$ cat config.mk
export PLATFORM = sky130hd
export DESIGN_NAME = lcacd_ctrl
export DESIGN_NICKNAME = d
export VERILOG_FILES = /design/src/common/lcacd_pkg.sv /design/src/rtl/lcacd_ctrl.sv
export SDC_FILE = /design/constraint.sdc
export NUM_CORES = 1
export LEC_CHECK = 0
export BUFFER_PORTS_ARGS = -buffer_cell sky130_fd_sc_hd__buf_2
export CAP_MARGIN = 15
export CORE_ASPECT_RATIO = 0.9
export CORE_MARGIN = 5
export CORE_UTILIZATION = 45
export CTS_CLUSTER_DIAMETER = 60
export DETAILED_ROUTE_END_ITERATION = 7
export PLACE_DENSITY = 0.77
export SYNTH_ARGS = -nofsm -noshare
export SYNTH_HDL_FRONTEND = slang
export SYNTH_SLANG_ARGS = --single-unit
export TNS_END_PERCENT = 10
$ cat constraint.sdc
create_clock -name I_CORE_CLK -period 2.4 [get_ports I_CORE_CLK]
set_input_delay 0.36 -clock I_CORE_CLK [delete_from_list [all_inputs] [get_ports I_CORE_CLK]]
set_output_delay 0.36 -clock I_CORE_CLK [all_outputs]
set_load 0.02 [all_outputs]
$ cat src/common/lcacd_pkg.sv
// Shared constants and types for the command/address bus controller
`default_nettype none
package lcacd_pkg;

  // ----------------------------------------------------------------
  // Command codes on lanes 4..0 (activate codes on lanes 1..0) of the first capture edge
  // ----------------------------------------------------------------
  localparam logic [4:0] CODE_MODE_WR_1 = 5'h06; // Mode write, part one
  localparam logic [4:0] CODE_MODE_WR_2 = 5'h16; // Mode write, part two
  localparam logic [4:0] CODE_MODE_RD_1 = 5'h0e; // Mode read, part one
  localparam logic [4:0] CODE_REFRESH   = 5'h08; // Refresh
  localparam logic [4:0] CODE_SR_ENTER  = 5'h18; // Self-refresh entry
  localparam logic [4:0] CODE_SR_EXIT   = 5'h14; // Self-refresh exit
  localparam logic [4:0] CODE_WRITE_1   = 5'h04; // Write, part one
  localparam logic [4:0] CODE_MWRITE_1  = 5'h0c; // Masked write, part one
  localparam logic [4:0] CODE_READ_1    = 5'h02; // Read, part one
  localparam logic [4:0] CODE_CAS_2     = 5'h12; // Column second half
  localparam logic [4:0] CODE_PRECHARGE = 5'h10; // Precharge
  localparam logic [4:0] CODE_MPC       = 5'h00; // Multipurpose command
  localparam logic [1:0] CODE_ACT_1     = 2'h1;  // Activate one, lanes 1..0
  localparam logic [1:0] CODE_ACT_2     = 2'h3;  // Activate two, lanes 1..0

  // ----------------------------------------------------------------
  // Device mode register map
  // ----------------------------------------------------------------
  localparam logic [5:0] MR_TEST_SCRATCH_MODE   = 6'h27; // Ignored by device
  localparam logic [5:0] MR_CAL_PATTERN_SECOND  = 6'h28; // Pattern byte two
  localparam logic [7:0] CAL_PATTERN_SECOND_RST = 8'h3c; // Its reset value
  localparam logic [5:0] MR_DO_NOT_USE_FIRST    = 6'h29; // Forbidden start
  localparam logic [5:0] MR_FUTURE_RSVD_FIRST   = 6'h30; // Reserved start
  localparam logic [5:0] MR_FUTURE_RSVD_LAST    = 6'h3f; // Reserved end
  localparam logic [5:0] MR_CAL_PATTERN_FIRST   = 6'h20; // Pattern byte one
  localparam logic [7:0] CAL_PATTERN_FIRST_RST  = 8'h5a; // Its reset value
  localparam logic [5:0] MR_LOWER_INVERT        = 6'h0f; // Lanes 7..0 mask
  localparam logic [5:0] MR_UPPER_INVERT        = 6'h14; // Lanes 15..8 mask
  localparam logic [5:0] MR_IO_CONFIG           = 6'h03; // I/O config register
  localparam int         IO_CFG_RD_INV_BIT      = 6;     // Read inversion bit
  localparam logic [6:0] MPC_READ_CAL           = 7'h43; // Read calibration op

  // ----------------------------------------------------------------
  // Timing counts in core clock cycles
  // ----------------------------------------------------------------
  localparam int MR_GAP_CYC     = 4;  // Idle cycles after a mode access
  localparam int RESET_HOLD_CYC = 16; // Device reset pin low time

  // ----------------------------------------------------------------
  // User command kinds
  // ----------------------------------------------------------------
  typedef enum logic [3:0] {
    K_MODE_WRITE,
    K_MODE_READ,
    K_REFRESH,
    K_PRECHARGE,
    K_SR_ENTER,
    K_SR_EXIT,
    K_ACTIVATE,
    K_WRITE,
    K_MASK_WRITE,
    K_READ,
    K_MPC
  } lcacd_kind_e;

endpackage
`default_nettype wire

$ cat src/rtl/lcacd_ctrl.sv
// Controller that frames user commands onto the two-edge command bus
`timescale 1ns/1ns
`default_nettype none
module lcacd_ctrl #(
  parameter int MR_GAP     = lcacd_pkg::MR_GAP_CYC,
  parameter int RESET_HOLD = lcacd_pkg::RESET_HOLD_CYC
) (
  // Clock and reset
  input  wire logic                   I_CORE_CLK,
  input  wire logic                   I_RESETN,
  // User command request
  input  wire logic                   I_CMD_VALID,
  input  wire lcacd_pkg::lcacd_kind_e I_CMD_KIND,
  input  wire logic [2:0]             I_BANK,
  input  wire logic [16:0]            I_ROW,
  input  wire logic [9:0]             I_COL,
  input  wire logic [5:0]             I_MR_ADDR,
  input  wire logic [7:0]             I_OP,
  input  wire logic                   I_ALL_BANK,
  input  wire logic                   I_BL32,
  input  wire logic                   I_AUTO_PRE,
  input  wire logic                   I_MPC_CAS,
  output logic                        O_CMD_READY,
  output logic                        O_CMD_REFUSED,
  // Device recovery
  input  wire logic                   I_RESET_REQ,
  input  wire logic                   I_INIT_DONE,
  output logic                        O_INIT_REQ,
  // Device pins
  output logic                        O_CS,
  output logic [5:0]                  O_CA,
  output logic                        O_CKE,
  output logic                        O_DEV_RESET_N
);

  // ----------------------------------------------------------------
  // Declarations
  // ----------------------------------------------------------------
  typedef enum logic [2:0] {
    ST_RESET,
    ST_IDLE,
    ST_SEND,
    ST_GAP
  } lcacd_state_e;

  lcacd_state_e state_q;          // Sequencer state
  logic [5:0]   seq_q [4];        // Lane words to send
  logic [1:0]   last_q;           // Index of last word
  logic [1:0]   idx_q;            // Word being sent
  logic         mr_q;             // Sequence is a mode access
  logic [15:0]  cnt_q;            // Reset and gap counter
  logic         cs_q;             // Chip select pin
  logic [5:0]   ca_q;             // Lane pins
  logic         rst_pin_q;        // Device reset pin level
  logic         init_q;           // Init sequence owed
  logic         refused_q;        // Refusal pulse
  logic [5:0]   w_d [4];          // Built words
  logic [1:0]   last_d;           // Built last index
  logic         mr_d;             // Built mode flag
  logic         bad_addr;         // Forbidden mode address
  logic         accept;           // Request taken
  logic [7:0]   since_mr_q;       // Cycles since mode access ended

  assign O_CMD_READY   = (state_q == ST_IDLE) && !I_RESET_REQ;
  assign O_CMD_REFUSED = refused_q;
  assign O_INIT_REQ    = init_q;
  assign O_CS          = cs_q;
  assign O_CA          = ca_q;
  assign O_CKE         = rst_pin_q;
  assign O_DEV_RESET_N = rst_pin_q;

  // ----------------------------------------------------------------
  // Request screening
  // ----------------------------------------------------------------
  // Forbidden and future mode addresses refused outright
  assign bad_addr = ((I_CMD_KIND == lcacd_pkg::K_MODE_WRITE) ||
                     (I_CMD_KIND == lcacd_pkg::K_MODE_READ)) &&
                    (I_MR_ADDR >= lcacd_pkg::MR_DO_NOT_USE_FIRST);
  assign accept   = O_CMD_READY && I_CMD_VALID && !bad_addr;

  // ----------------------------------------------------------------
  // Lane word builder
  // ----------------------------------------------------------------
  // Words 0/1 form the first command, 2/3 the follow-on half
  always_comb begin
    w_d[0] = 6'h00;
    w_d[1] = 6'h00;
    w_d[2] = {I_COL[8], lcacd_pkg::CODE_CAS_2};
    w_d[3] = I_COL[7:2];
    last_d = 2'h1;
    mr_d   = 1'b0;
    case (I_CMD_KIND)
      // Mode write, both halves back to back
      lcacd_pkg::K_MODE_WRITE: begin
        w_d[0] = {I_OP[7], lcacd_pkg::CODE_MODE_WR_1};
        w_d[1] = I_MR_ADDR;
        w_d[2] = {I_OP[6], lcacd_pkg::CODE_MODE_WR_2};
        w_d[3] = I_OP[5:0];
        last_d = 2'h3;
        mr_d   = 1'b1;
      end
      // Mode read, then column second half
      lcacd_pkg::K_MODE_READ: begin
        w_d[0] = {1'b0, lcacd_pkg::CODE_MODE_RD_1};
        w_d[1] = I_MR_ADDR;
        last_d = 2'h3;
        mr_d   = 1'b1;
      end
      // Refresh with all-bank flag
      lcacd_pkg::K_REFRESH: begin
        w_d[0] = {I_ALL_BANK, lcacd_pkg::CODE_REFRESH};
        w_d[1] = {3'h0, I_BANK};
      end
      // Precharge with all-bank flag
      lcacd_pkg::K_PRECHARGE: begin
        w_d[0] = {I_ALL_BANK, lcacd_pkg::CODE_PRECHARGE};
        w_d[1] = {3'h0, I_BANK};
      end
      // Self-refresh entry
      lcacd_pkg::K_SR_ENTER: begin
        w_d[0] = {1'b0, lcacd_pkg::CODE_SR_ENTER};
      end
      // Self-refresh exit
      lcacd_pkg::K_SR_EXIT: begin
        w_d[0] = {1'b0, lcacd_pkg::CODE_SR_EXIT};
      end
      // Activate, two halves back to back
      lcacd_pkg::K_ACTIVATE: begin
        w_d[0] = {I_ROW[15:12], lcacd_pkg::CODE_ACT_1};
        w_d[1] = {I_ROW[11], I_ROW[10], I_ROW[16], I_BANK};
        w_d[2] = {I_ROW[9:6], lcacd_pkg::CODE_ACT_2};
        w_d[3] = I_ROW[5:0];
        last_d = 2'h3;
      end
      // Write, column bits 3 and 2 forced low
      lcacd_pkg::K_WRITE: begin
        w_d[0] = {I_BL32, lcacd_pkg::CODE_WRITE_1};
        w_d[1] = {I_AUTO_PRE, I_COL[9], 1'b0, I_BANK};
        w_d[3] = {I_COL[7:4], 2'b00};
        last_d = 2'h3;
      end
      // Masked write, burst 16 only
      lcacd_pkg::K_MASK_WRITE: begin
        w_d[0] = {1'b0, lcacd_pkg::CODE_MWRITE_1};
        w_d[1] = {I_AUTO_PRE, I_COL[9], 1'b0, I_BANK};
        w_d[3] = {I_COL[7:4], 2'b00};
        last_d = 2'h3;
      end
      // Read
      lcacd_pkg::K_READ: begin
        w_d[0] = {I_BL32, lcacd_pkg::CODE_READ_1};
        w_d[1] = {I_AUTO_PRE, I_COL[9], 1'b0, I_BANK};
        last_d = 2'h3;
      end
      // Multipurpose, training forms add a column half
      default: begin
        w_d[0] = {I_OP[6], lcacd_pkg::CODE_MPC};
        w_d[1] = I_OP[5:0];
        last_d = I_MPC_CAS ? 2'h3 : 2'h1;
      end
    endcase
  end

  // ----------------------------------------------------------------
  // Sequencer
  // ----------------------------------------------------------------
  // Reset pin hold, word issue and post mode access spacing
  always_ff @(posedge I_CORE_CLK) begin
    if (!I_RESETN) begin
      state_q   <= ST_RESET;
      cnt_q     <= 16'h0000;
      idx_q     <= 2'h0;
      last_q    <= 2'h1;
      mr_q      <= 1'b0;
      rst_pin_q <= 1'b0;
      for (int i = 0; i < 4; i++) begin
        seq_q[i] <= 6'h00;
      end
    end else if (I_RESET_REQ) begin
      // Recovery after an illegal event
      state_q   <= ST_RESET;
      cnt_q     <= 16'h0000;
      rst_pin_q <= 1'b0;
    end else begin
      case (state_q)
        // Hold device reset pin low
        ST_RESET: begin
          cnt_q <= cnt_q + 16'h0001;
          if (cnt_q == 16'(RESET_HOLD - 1)) begin
            rst_pin_q <= 1'b1;
            state_q   <= ST_IDLE;
          end
        end
        // Wait for a request
        ST_IDLE: begin
          if (accept) begin
            seq_q   <= w_d;
            last_q  <= last_d;
            mr_q    <= mr_d;
            idx_q   <= 2'h0;
            state_q <= ST_SEND;
          end
        end
        // Issue one lane word a cycle, no gaps
        ST_SEND: begin
          idx_q <= idx_q + 2'h1;
          if (idx_q == last_q) begin
            cnt_q   <= 16'h0000;
            state_q <= mr_q ? ST_GAP : ST_IDLE;
          end
        end
        // Spacing after mode access
        default: begin
          cnt_q <= cnt_q + 16'h0001;
          if (cnt_q >= 16'(MR_GAP - 1)) begin
            state_q <= ST_IDLE;
          end
        end
      endcase
    end
  end

  // ----------------------------------------------------------------
  // Pin registers
  // ----------------------------------------------------------------
  // Chip select high on even words, low on odd; low when idle
  always_ff @(posedge I_CORE_CLK) begin
    if (!I_RESETN) begin
      cs_q <= 1'b0;
      ca_q <= 6'h00;
    end else if ((state_q == ST_SEND) && !I_RESET_REQ) begin
      cs_q <= !idx_q[0];
      ca_q <= seq_q[idx_q];
    end else begin
      cs_q <= 1'b0;
      ca_q <= 6'h00;
    end
  end

  // ----------------------------------------------------------------
  // Status flags
  // ----------------------------------------------------------------
  // Refusal pulse and init-owed flag; setting wins over done
  always_ff @(posedge I_CORE_CLK) begin
    if (!I_RESETN) begin
      refused_q <= 1'b0;
      init_q    <= 1'b1;
    end else begin
      refused_q <= O_CMD_READY && I_CMD_VALID && bad_addr;
      if (I_RESET_REQ) begin
        init_q <= 1'b1;
      end else if (I_INIT_DONE) begin
        init_q <= 1'b0;
      end
    end
  end

  // ----------------------------------------------------------------
  // Checks
  // ----------------------------------------------------------------
  // Cycles since the last mode access finished on the pins
  always_ff @(posedge I_CORE_CLK) begin
    if (!I_RESETN) begin
      since_mr_q <= 8'hff;
    end else if ((state_q == ST_SEND) && mr_q) begin
      since_mr_q <= 8'h00;
    end else if (since_mr_q != 8'hff) begin
      since_mr_q <= since_mr_q + 8'h01;
    end
  end

  chk_cs_two_edge: assert property (@(posedge I_CORE_CLK)
    disable iff (!I_RESETN) O_CS |=> !O_CS)
    else $error("chip select held high on second edge");

  chk_cke_high: assert property (@(posedge I_CORE_CLK)
    disable iff (!I_RESETN) O_CS |-> O_CKE)
    else $error("command issued with clock enable low");

  chk_no_bad_addr: assert property (@(posedge I_CORE_CLK)
    disable iff (!I_RESETN)
    (O_CS && ((O_CA[4:0] == lcacd_pkg::CODE_MODE_WR_1) ||
              (O_CA[4:0] == lcacd_pkg::CODE_MODE_RD_1)))
    |=> (O_CA < lcacd_pkg::MR_DO_NOT_USE_FIRST))
    else $error("forbidden mode register address driven");

  chk_mrw_pair: assert property (@(posedge I_CORE_CLK)
    disable iff (!I_RESETN)
    (O_CS && (O_CA[4:0] == lcacd_pkg::CODE_MODE_WR_1))
    |-> ##2 (O_CS && (O_CA[4:0] == lcacd_pkg::CODE_MODE_WR_2)))
    else $error("mode write second half not immediate");

  chk_cas_follow: assert property (@(posedge I_CORE_CLK)
    disable iff (!I_RESETN)
    (O_CS && ((O_CA[4:0] == lcacd_pkg::CODE_READ_1) ||
              (O_CA[4:0] == lcacd_pkg::CODE_MODE_RD_1)))
    |-> ##2 (O_CS && (O_CA[4:0] == lcacd_pkg::CODE_CAS_2)))
    else $error("column second half not immediate");

  chk_wr_c32_low: assert property (@(posedge I_CORE_CLK)
    disable iff (!I_RESETN)
    (O_CS && ((O_CA[4:0] == lcacd_pkg::CODE_WRITE_1) ||
              (O_CA[4:0] == lcacd_pkg::CODE_MWRITE_1)))
    |-> ##3 (O_CA[1:0] == 2'b00))
    else $error("write column bits 3 and 2 not low");

  chk_act_pair: assert property (@(posedge I_CORE_CLK)
    disable iff (!I_RESETN)
    (O_CS && (O_CA[1:0] == lcacd_pkg::CODE_ACT_1) && $rose(O_CS)
     && (state_q == ST_SEND) && (idx_q == 2'h1) && (last_q == 2'h3)
     && (seq_q[0][1:0] == lcacd_pkg::CODE_ACT_1))
    |-> ##2 (O_CS && (O_CA[1:0] == lcacd_pkg::CODE_ACT_2)))
    else $error("activate second half not immediate");

  chk_mr_gap: assert property (@(posedge I_CORE_CLK)
    disable iff (!I_RESETN)
    (O_CS && (since_mr_q != 8'hff) && (since_mr_q > 8'h01))
    |-> (since_mr_q > 8'(MR_GAP)))
    else $error("mode access spacing violated");

  chk_reset_hold: assert property (@(posedge I_CORE_CLK)
    disable iff (!I_RESETN)
    I_RESET_REQ |=> (!O_DEV_RESET_N && O_INIT_REQ && !O_CS))
    else $error("reset request did not reset device");

endmodule
`default_nettype wire

==> metrics.md <==
| Metric | Value |
|---|---|
| Initial antenna violation count | `0` |
| TNS Setup | `0 ns` |
| Clock sinks | `56` |
| Min-Delay Path Class | `in2reg` |
| Largest net degree at the start of global routing | `32` |
| Fin. Hold Viols | `0` |
| P_sw | `396 uW` |
| Die Wd | `about 95 um` |
| Post-layout util | `55.2%` |
| Fmax | `506 MHz` |
| DIE AREA | `8210 um2` |
| Post-CTS setup buffers | `0` |
| DRT iter0 DRCs | `between 200 and 300` |
| Slew of the pin with the lowest slew margin | `0.874 ns` |
| Crit path kind | `reg2reg` |
| DP Area | `3320 um2` |
| Hold Path Sink | `O_INIT_REQ` |
| Design Area, Final | `3430 um2` |
| Post-synth EDFFs | `0` |
| Reg2reg end | `cnt_q[15]` |
| Critical path startpoint category | `flop` |
| Synth unique cells | `53` |
| Fin cells | `just under 500` |
| Most frequent CP cell | `inv_1` |
| Worst reg2reg startpoint | `state_q[0]` |
| Worst Path Arrival | `2.23 ns` |
| Leak | `1.30 nW` |
| Starting density of the core | `47.0%` |
| Post-Route WL | `7480 um` |
| PD cells | `498 nW/um2` |
| Die Ht | `86.5 um` |
| Worst hold path startpoint | `I_INIT_DONE` |
| Slew Limit Headroom | `approximately two fifths` |
| GPL Wtd Cong | `0.912` |
| Clk_lat worst skew | `approximately 0.31 ns` |
| R2R setup slack | `0.42 ns` |
| Commonest cells after routing, fill and taps aside | `66 x buf_2, 56 x dfxtp_1, 35 x nor2_1` |
| CTS tree | `done` |
| Layout cells sized above 1 | `around 26%` |
| Post-cts resize count | `0` |
| Synthesized Nets | `roughly 400` |
| Dominant synthesized flop cell | `dfxtp_1` |
| Root Driver | `clkbuf_8` |
| CTS H-Tree Depth | `2` |
| Area of the multi-input gates | `1640 um2` |
| Maximum vdd drop | `0.000221 V` |
| Global-route wire length before repair | `12300 um` |
| Unrepaired setup endpoints after global routing | `false` |
| Net count, final | `461` |
| Drt pass-1 iters | `5` |
| Total Routing Usage GR | `18.7%` |
| R2r worst-path depth | `7` |
| Post-DRT Antenna Nets | `0` |
| DR WL/cell | `approximately 15 um` |
| Synth Instances | `340` |
| Minimum clock period | `1.98 ns` |
| CP Capture Type | `flop` |
| # DRC | `0` |
| Commonest non-fill, non-tap cell in the layout | `buf_2` |
| CTS Buffer Depth | `2` |
| Area growth syn-to-layout | `17.5%` |
| Total power draw | `1.71 mW` |
| Max-Cap Viols | `0` |
| Num CTS Buffers | `5` |
| Critical Path RT | `2.65 ns` |
| # setup viols final | `0` |
| Final cycle utilization of the critical path | `82.4%` |
| Worst stage delay on the critical path | `0.43 ns` |
| Io pins | `69` |
| Hold Crit Depth | `2` |
| Vias per cell | `5.72` |
| Site row count | `27` |
| Pint | `approximately 1.3 mW` |
| Seq pwr share | `54.6%` |
| Core area | `6220 um2` |
| Total gr overflow | `0` |
| Logic gate share of total power | `9.1%` |
| Fin Clk Skew | `0.00684 ns` |
| Synthesized area per cell | `8.60 um2` |
| Vias | `2792` |
| Yosys warnings | `0` |
| Outcome | `completed` |
| Crit-path cells | `inv_1, ha_1, inv_1, a21oi_2, or3_1, or4_1, a21oi_1` |
| Clock slew seen by the registers of the worst setup and hold paths | `approximately 0.1 ns` |
| Post-CTS Hold Fix Bufs | `0` |
| Synth Cell Area | `between 2000 and 3000 um2` |
| Post-DP HPWL | `roughly 5500 um` |
| Fillers | `573` |
| DP Cell Count | `480` |
| Slew Viols, Final | `0` |
| Synth async-reset ratio | `0%` |
| Seq/Total Area, Yosys | `38.4%` |
| Vias in the first global route | `2636` |
| Reg area | `1120 um2` |
| Diode count | `0` |
| Slowest stage cell, crit path | `or3_1` |
| Clk pwr share | `around 36%` |
| Yosys reg bits | `56` |
| PortBufs | `66` |
| Sw frac | `23.2%` |
| Critical Path Fanout Max | `19` |
==> through the flow <==
| stage | hold slack, ns | setup WS [ns] |
|---|---|---|
| floorplan | 0.429 | 0.402 |
| global placement | 0.439 | 0.412 |
| detailed placement | 0.449 | 0.389 |
| CTS | 0.218 | 0.425 |
| global route | 0.208 | 0.316 |
| finish | 0.224 | 0.423 |
==> worst max-delay path: cells and delay by family, from the launching register on <==
kind / cells / cell delay, ns
adders and majority gates: 1 / 0.21
AOI/OAI and AO/OA: 2 / 0.31
buffers and inverters: 2 / 0.21
DFF: 1 / 0.35
and+or+nand+nor: 2 / 0.84
==> cell families (layout without fill, tap and decap cells) <==
group | count (synthesis) | in the layout | share of synthesized area (%)
and+or+nand+nor | 132 | 132 | 23.8
AOI/OAI and AO/OA | 90 | 90 | 19.8
DFF | 56 | 56 | 38.4
buffers and inverters | 33 | 94 | 5.86
xor gates and xnor gates | 14 | 14 | 4.20
muxes | 11 | 11 | 6.34
adders and majority gates | 4 | 4 | 1.71
==> final cells by class <==
cell class	instances	area share, %
sequential	56	32.7
multi-input combinational	251	47.8
inverter	8	0.875
clock inverter	2	1.13
timing repair buffer	78	12.2
tap	87	3.17
clock buffer	6	2.11
==> flip-flops by register name, summed over array words and instances, names as in the netlist <==
register	cells
O_CS	1
last_q	1
seq_q	24
idx_q	2
O_CA	6
mr_q	1
O_CMD_REFUSED	1
O_INIT_REQ	1
state_q	2
O_CKE	1
cnt_q	16
==> how the worst max path moves through the flow <==
stage	start	to	slack, ns	cells after the start
finish	state_q[0]	cnt_q[15]	0.42	7
global route	state_q[0]	cnt_q[15]	0.32	7
CTS	state_q[0]	cnt_q[15]	0.43	7
detailed placement	I_CMD_KIND[2]	mr_q	0.39	6
global placement	I_CMD_KIND[2]	mr_q	0.41	6
floorplan	state_q[1]	seq_q[22]	0.40	8
==> cells in the mapped netlist (all sizes together), types with 3 or more instances <==
| library cell | count | share of area [%] |
|---|---|---|
| dfxtp | 56 | 38 |
| nor2 | 35 | 4.5 |
| a21oi | 33 | 5.9 |
| nand2 | 30 | 3.9 |
| o21ai | 24 | 4.1 |
| clkbuf | 16 | 2.1 |
| nor4 | 14 | 3.5 |
| xnor2 | 14 | 4.2 |
| nand3 | 13 | 2.2 |
| buf | 9 | 2.8 |
| and3 | 7 | 1.5 |
| inv | 7 | 0.90 |
| a22oi | 6 | 1.5 |
| a32oi | 6 | 1.8 |
| mux4 | 6 | 4.6 |
| mux2i | 5 | 1.7 |
| nor3 | 5 | 1.0 |
| a311oi | 4 | 1.2 |
| ha | 4 | 1.7 |
| or3 | 4 | 0.86 |
| a211oi | 3 | 0.77 |
| and4 | 3 | 0.90 |
| nand2b | 3 | 0.64 |
| nand4 | 3 | 0.64 |
| o31ai | 3 | 1.2 |
==> power by group through the flow <==
stage / clock, mW / combinational (mW) / sequential, mW
after floorplan: 0 / 0.0761 / 0.955
after global placement: 0 / 0.152 / 0.955
after detailed placement: 0 / 0.154 / 0.955
after CTS: 0.634 / 0.154 / 0.933
after global routing: 0.674 / 0.172 / 0.934
final: 0.621 / 0.156 / 0.933
==> metal layers <==
metal	up-vias	part of all wire, %	global-route usage [%]
li1	1359	-	-
met1	1292	47	26.4
met2	132	44	29.1
met3	9	7.0	3.65
met4	0	1.2	5.37
met5	-	0	0
Power figures use the tool's default switching activity.
